File: config.mk
export PLATFORM = sky130hd
export DESIGN_NAME = dcgv_top
export DESIGN_NICKNAME = d
export VERILOG_FILES = /design/src/inc/dcgv_pkg.sv /design/src/logic/dcgv_top.sv
export SDC_FILE = /design/constraint.sdc
export NUM_CORES = 2
export LEC_CHECK = 0
export CAP_MARGIN = 5
export CELL_PAD_IN_SITES_DETAIL_PLACEMENT = 1
export CELL_PAD_IN_SITES_GLOBAL_PLACEMENT = 2
export CORE_ASPECT_RATIO = 0.75
export CORE_MARGIN = 5
export CORE_UTILIZATION = 25
export CTS_CLUSTER_DIAMETER = 40
export DETAILED_ROUTE_END_ITERATION = 12
export DONT_BUFFER_PORTS = 1
export HOLD_SLACK_MARGIN = 0.02
export PLACE_DENSITY_LB_ADDON = 0.12
export SETUP_SLACK_MARGIN = 0.4
export SLEW_MARGIN = 20
export SYNTH_ARGS = -nofsm -noshare
export SYNTH_HDL_FRONTEND = slang
export SYNTH_SLANG_ARGS = --single-unit
File: constraint.sdc
create_clock -name MCLK_I -period 8.4 [get_ports MCLK_I]
set_input_delay 1.26 -clock MCLK_I [delete_from_list [all_inputs] [get_ports MCLK_I]]
set_output_delay 1.26 -clock MCLK_I [all_outputs]
set_load 0.1 [all_outputs]
File: src/inc/dcgv_pkg.sv
/*
  Shared constants and types for the playback channel gain block:
  register addresses, reset values, field positions and gain tables.
  Assumes one clock domain and a byte-wide register port.
*/
`default_nettype none

package dcgv_pkg;

  localparam int unsigned SAMPLE_W  = 24;  // audio sample width
  localparam int unsigned GAIN_FRAC = 14;  // gain tables are unsigned Q2.14

  // register map
  localparam logic [7:0] TRIM_ADDR  = 8'h68;  // chan1a_fine_trim_cfg
  localparam logic [7:0] VOL_ADDR   = 8'h69;  // chan1b_volume_cfg
  localparam logic [7:0] TRIM_RESET = 8'h80;
  localparam logic [7:0] VOL_RESET  = 8'hC9;
  localparam int unsigned TRIM_LSB  = 4;      // trim field is bits 7..4
  localparam logic [3:0] RSVD_VALUE = 4'h0;   // low nibble of trim register

  // volume decode: code + bias splits into 12 half-dB steps per octave
  localparam logic [7:0] VOL_MUTE   = 8'h00;
  localparam logic [8:0] VOL_BIAS   = 9'h01B;  // 27 = 228 - 201
  localparam logic [8:0] VOL_STEPS  = 9'h00C;  // 12 half-dB steps
  localparam logic [5:0] VOL_OCT0   = 6'h13;   // octave index of unity

  // pipeline depth from sample in to sample out
  localparam int unsigned LATENCY   = 2;

  typedef logic [15:0] dcgv_gain_type;

  // fine trim, code 0 = -0.8 dB ... 8 = 0 dB ... 15 = +0.7 dB
  localparam dcgv_gain_type TRIM_TABLE [16] = '{
    16'h3A5F, 16'h3B0B, 16'h3BBB, 16'h3C6C,
    16'h3D1F, 16'h3DD4, 16'h3E8B, 16'h3F44,
    16'h4000, 16'h40BE, 16'h417E, 16'h4240,
    16'h4304, 16'h43CB, 16'h4494, 16'h455F
  };

  // mantissa of one octave in half-dB steps, 0 dB .. +5.5 dB
  localparam dcgv_gain_type VOL_TABLE [12] = '{
    16'h4000, 16'h43CB, 16'h47CF, 16'h4C10,
    16'h5092, 16'h5558, 16'h5A67, 16'h5FC2,
    16'h656F, 16'h6B72, 16'h71CF, 16'h788E
  };

  typedef struct packed {
    logic       wr;     // write strobe, one cycle
    logic       rd;     // read strobe, one cycle
    logic [7:0] addr;   // register address
    logic [7:0] wdata;  // write data
  } dcgv_reg_req_type;

  typedef struct packed {
    logic                        valid;  // one sample pair
    logic signed [SAMPLE_W-1:0]  ch1a;   // channel 1A sample
    logic signed [SAMPLE_W-1:0]  ch1b;   // channel 1B sample
  } dcgv_pair_type;

endpackage : dcgv_pkg

`default_nettype wire

File: src/logic/dcgv_top.sv
/*
  Playback gain stage for channels 1A and 1B: fine trim on 1A, digital
  volume with mute on 1B, both reached through the byte register port.
  Assumes register port and sample stream come from logic on MCLK_I.
*/
// How it works
// channel 1A has a 4-bit fine trim in bits 7..4, applied to samples.
// trim code 0 is -0.8 dB, each code adds 0.1 dB.
// trim code 8 is unity, code 15 is the +0.7 dB maximum.
// low nibble of trim register reads zero; host writes only zero there.
// channel 1B has an 8-bit volume byte; code 0 mutes the channel.
// volume code 1 is -100 dB, each code adds 0.5 dB.
// volume code 201 is unity, 202 is +0.5 dB.
// volume code 254 is +26.5 dB, 255 is the +27 dB maximum.
// volume register sits at 0x69 and resets to 0xC9.
// trim register sits at 0x68 and resets to 0x80.
// samples are scaled by the gain and saturate instead of wrapping.
`timescale 1ns/1ps
`default_nettype none

module dcgv_top (
  input  wire logic                      MCLK_I,       // 100 MHz clock
  input  wire logic                      RST_N_I,      // async reset, low
  input  wire dcgv_pkg::dcgv_reg_req_type REG_REQ_I,   // register access
  output logic [7:0]                     REG_RDATA_O,  // read data, flop
  input  wire dcgv_pkg::dcgv_pair_type   SAMPLE_I,     // samples in
  output var dcgv_pkg::dcgv_pair_type    SAMPLE_O      // scaled samples
);

  localparam int unsigned SW = dcgv_pkg::SAMPLE_W;
  localparam int unsigned PW = SW + 17;   // sample times signed gain
  localparam int unsigned XW = 48;        // headroom for octave shifts

  logic [3:0]        trim_q;
  logic [7:0]        vol_q;
  logic [8:0]        vol_m;
  logic [5:0]        vol_oct;
  logic [3:0]        vol_rem;
  logic signed [5:0] vol_exp;
  logic signed [PW-1:0] prod_a_q;
  logic signed [PW-1:0] prod_b_q;
  logic signed [5:0]    exp_q;
  logic                 valid_q;
  logic signed [XW-1:0] scaled_a;
  logic signed [XW-1:0] scaled_b;
  logic signed [XW-1:0] shifted_b;

  // clamp a wide value to the sample range
  function automatic logic signed [SW-1:0] sat_sample(
    input logic signed [XW-1:0] v
  );
    logic signed [XW-1:0] hi;
    logic signed [XW-1:0] lo;
    hi = XW'(signed'({1'b0, {(SW-1){1'b1}}}));
    lo = -hi - XW'(1);
    if (v > hi) begin
      sat_sample = hi[SW-1:0];
    end else if (v < lo) begin
      sat_sample = lo[SW-1:0];
    end else begin
      sat_sample = v[SW-1:0];
    end
  endfunction : sat_sample

  // register writes; reserved trim bits are simply not stored
  always_ff @(posedge MCLK_I or negedge RST_N_I) begin
    if (!RST_N_I) begin
      trim_q <= dcgv_pkg::TRIM_RESET[7:dcgv_pkg::TRIM_LSB];
      vol_q  <= dcgv_pkg::VOL_RESET;
    end else if (REG_REQ_I.wr) begin
      if (REG_REQ_I.addr == dcgv_pkg::TRIM_ADDR) begin
        trim_q <= REG_REQ_I.wdata[7:dcgv_pkg::TRIM_LSB];
      end
      if (REG_REQ_I.addr == dcgv_pkg::VOL_ADDR) begin
        vol_q <= REG_REQ_I.wdata;
      end
    end
  end

  // register reads, answered one cycle after the strobe
  always_ff @(posedge MCLK_I or negedge RST_N_I) begin
    if (!RST_N_I) begin
      REG_RDATA_O <= 8'h00;
    end else if (REG_REQ_I.rd) begin
      case (REG_REQ_I.addr)
        dcgv_pkg::TRIM_ADDR: begin
          REG_RDATA_O <= {trim_q, dcgv_pkg::RSVD_VALUE};
        end
        dcgv_pkg::VOL_ADDR:  REG_RDATA_O <= vol_q;
        default:             REG_RDATA_O <= 8'h00;  // unmapped reads zero
      endcase
    end
  end

  // volume code to octave and half-dB remainder
  // 6 dB is taken as one binary octave, so deep cuts drift by about
  // 0.02 dB per octave; traded for a 12-entry table instead of 255
  always_comb begin
    vol_m   = {1'b0, vol_q} + dcgv_pkg::VOL_BIAS;
    vol_oct = 6'(vol_m / dcgv_pkg::VOL_STEPS);
    vol_rem = 4'(vol_m % dcgv_pkg::VOL_STEPS);
    vol_exp = signed'(vol_oct - dcgv_pkg::VOL_OCT0);
  end

  // stage one: multiply by the table gain
  always_ff @(posedge MCLK_I or negedge RST_N_I) begin
    if (!RST_N_I) begin
      prod_a_q <= '0;
      prod_b_q <= '0;
      exp_q    <= '0;
      valid_q  <= 1'b0;
    end else begin
      valid_q  <= SAMPLE_I.valid;
      prod_a_q <= SAMPLE_I.ch1a *
                  signed'({1'b0, dcgv_pkg::TRIM_TABLE[trim_q]});
      if (vol_q == dcgv_pkg::VOL_MUTE) begin
        prod_b_q <= '0;
      end else begin
        prod_b_q <= SAMPLE_I.ch1b *
                    signed'({1'b0, dcgv_pkg::VOL_TABLE[vol_rem]});
      end
      exp_q <= vol_exp;
    end
  end

  // stage two inputs: drop the gain fraction, then apply the octave
  always_comb begin
    scaled_a = XW'(prod_a_q >>> dcgv_pkg::GAIN_FRAC);
    scaled_b = XW'(prod_b_q >>> dcgv_pkg::GAIN_FRAC);
    if (exp_q >= 0) begin
      shifted_b = scaled_b <<< exp_q;
    end else begin
      shifted_b = scaled_b >>> (-exp_q);
    end
  end

  // stage two: clamp so boost never wraps around full scale
  always_ff @(posedge MCLK_I or negedge RST_N_I) begin
    if (!RST_N_I) begin
      SAMPLE_O <= '0;
    end else begin
      SAMPLE_O.valid <= valid_q;
      SAMPLE_O.ch1a  <= sat_sample(scaled_a);
      SAMPLE_O.ch1b  <= sat_sample(shifted_b);
    end
  end

endmodule : dcgv_top

`default_nettype wire

==> out/metrics.cfg <==
[clock_tree]
cts_max_path_buffers=2
clockRootBuffer=clkbuf_16
clkLatencyLatePin_ns=0.53
cts_sinks=130
cts_tree=done
cts_buffers=17
clk_pin_slew_worst_paths_ns=0.08
htree_num_levels=4

[synth]
synth_area_per_cell_sq_um=8.87
synth_ff_type=dfrtp_1
ys_types=92
synth_edf_count=0
synth_area_sq_um=34000
synth_nets=4812
ys_seq_area_share_pct=9.58
yosys_warnings=0
async_flop_share_pct=100
synth-seq-cells=130
syn_inst=3838

[cells_and_area]
syn_to_final_growth_pct=18.9
final_common_cell=inv_1
fin_util_pct=29.9
final_area_sq_um=40500
layout_common_cells=inv_1 (851), fa_1 (677), nand2_1 (600)
drive_above_1_share_pct=17.2
final_nets=4973

[sta]
final_max_slew_viol_count=0
clock.fmax_ghz=0.116
hold_violations=0
tightest_slew_ns=1.18
setup_viol=22
rsz0062_at_grt=yes
relSlewSlack_pct=21.5
period_share_pct=103
tns_ns=-3.17
period_minus_slack_ns=8.64
setup_ws_ns=-0.241
fin_skew_ns=0.0202

[global_route]
grt_pass1_vias=29000
grt_max_degree=131
grt_use_met3_pct=3.09
grt.met1_usage_pct=26.8
gr-max-usage-layer=met1
met2_usage_pct=23.3
antenna_found_initial=7
grt_pass1_wl_microns=183000
grt_overflow_total=0
grtUsageTotal_pct=16.7

[worst_setup_path]
crit_path_start_kind=flop
critPathCaptureType=flop
arrival_ns=9.09
r2r_slack_ns=-0.24
r2r-start=vol_q[0]
critical_path_class=reg2reg
crit_path_max_fanout=5
rr_endpoint=prod_b_q[28]
cp_slowest_cell=dfstp_2
cp_data_required_time_ns=8.84
rr_worst_depth=42
max_stage_delay_ns=0.59

[die]
die_x_microns=436
dieArea_sq_um=144000
core-area_sq_um=136000
fp.dieH_microns=330
io_pins=126
start_util_pct=25.1
num_rows=117

[place]
hpwlAfterDp_microns=94200
io_buffers=0
place_congestion=0.796
dpl_worst_slack_ns=-0.431
place_area_sq_um=37900

[detailed_routing]
drtIter0Drc=1240
drtAntennaViolNets=0
wire_per_inst_microns=20.2
first_pass_iters=5
drc=0
drt-total-wl_microns=117000
vias=25700
vias_per_cell=4.43

[hold_path]
hold_depth=0
hold_class=reg2reg
worstHoldEndpoint=SAMPLE_O[48]
worstHoldStart=valid_q

[run_status]
status=complete, but fails checks
violations=negative setup slack

[run]
cap_violations=0

[cells in the mapped netlist, types with 13 or more instances]
library cell,n,area [sq um]
nor2b_1,35,219
mux2i_1,52,521
ha_1,208,2600
a21oi_1,120,601
buf_4,18,135
nand2b_1,13,81.3
and2_1,138,863
mux2_2,27,304
clkbuf_1,125,469
o21ai_0,102,510
mux4_2,31,698
dfrtp_1,125,3130
inv_1,881,3310
o22ai_1,19,119
xnor2_1,54,473
nor2_1,162,608
a31oi_1,15,93.8
buf_1,16,60.1
buf_2,29,145
fa_1,697,14000
nor3_1,28,140
nand3_1,19,95.1
nand2_1,619,2320
o211ai_1,18,135
xor2_1,22,193
a211oi_1,33,248
o21a_1,32,240
a21o_1,25,188
[flip-flops by register name, indices dropped and copies added, names as in the netlist]
| register | cells |
|---|---|
| vol_q | 8 |
| valid_q | 1 |
| prod_b_q | 27 |
| exp_q | 6 |
| trim_q | 4 |
| prod_a_q | 27 |
| SAMPLE_O | 49 |
| REG_RDATA_O | 8 |
[logic make-up (layout without fill, tap and decap cells)]
group,Yosys count,after routing,share of synthesized area (%)
AO/OA/AOI/OAI,456,457,8.81
XOR/XNOR,77,77,2.00
adder cells (fa/ha/maj),905,905,48.6
buffers and inverters,1077,1249,12.3
flip-flops,130,130,9.58
multiplexers,111,111,4.54
other,0,3,0
AND/OR/NAND/NOR,1082,1083,14.1
[repair_timing]
action,in CTS,in global routing
setup buffers,46,49
setup endpoints to repair,30,33
gates resized for setup,141,116
pin swaps,53,69
gates cloned,5,0
hold buffers,0,0
[worst max path at each step]
| stage | from | to | slack, ns |
|---|---|---|---|
| after floorplan | vol_q[0] | prod_b_q[40] | 0.16 |
| after global placement | vol_q[0] | prod_b_q[30] | -0.35 |
| after detailed placement | vol_q[0] | prod_b_q[30] | -0.43 |
| after CTS | vol_q[0] | prod_b_q[30] | -0.21 |
| after global routing | vol_q[0] | prod_b_q[30] | -0.63 |
| final | vol_q[0] | prod_b_q[28] | -0.24 |
[layout make-up]
class | count | area, sq um
tap | 1785 | 2230
clock inverter | 15 | 148
multi-input combinational | 2633 | 27900
antenna | 3 | 7.51
fill | 15700 | 95100
inverter | 883 | 3330
sequential | 130 | 3270
timing repair buffer | 334 | 3120
clock buffer | 17 | 425
[per-stage QoR]
step,std cells,hold slack [ns]
after floorplan,3838,0.331
after global placement,5665,0.333
after detailed placement,5665,0.344
after CTS,5748,0.372
after global routing,5798,0.387
final,5800,0.377
[layer usage]
| layer | up-vias | part of all wire (%) |
|---|---|---|
| li1 | 12000 | - |
| met5 | - | 0.018 |
| met1 | 13300 | 55 |
| met3 | 66 | 4.1 |
| met4 | 4 | 0.96 |
| met2 | 319 | 40 |
[worst max-delay path, delay by kind of cell, from the launching register on]
family / cells / cell delay (ns)
buffers and inverters: 16 / 1.75
adders and majority gates: 8 / 3.14
and+or+nand+nor: 8 / 1.17
AOI/OAI and AO/OA: 10 / 1.93
DFF: 1 / 0.59
Power is left out: the tool's default activity adds up to more than one toggle a clock period on the data nets, which glitch-free logic cannot reach.
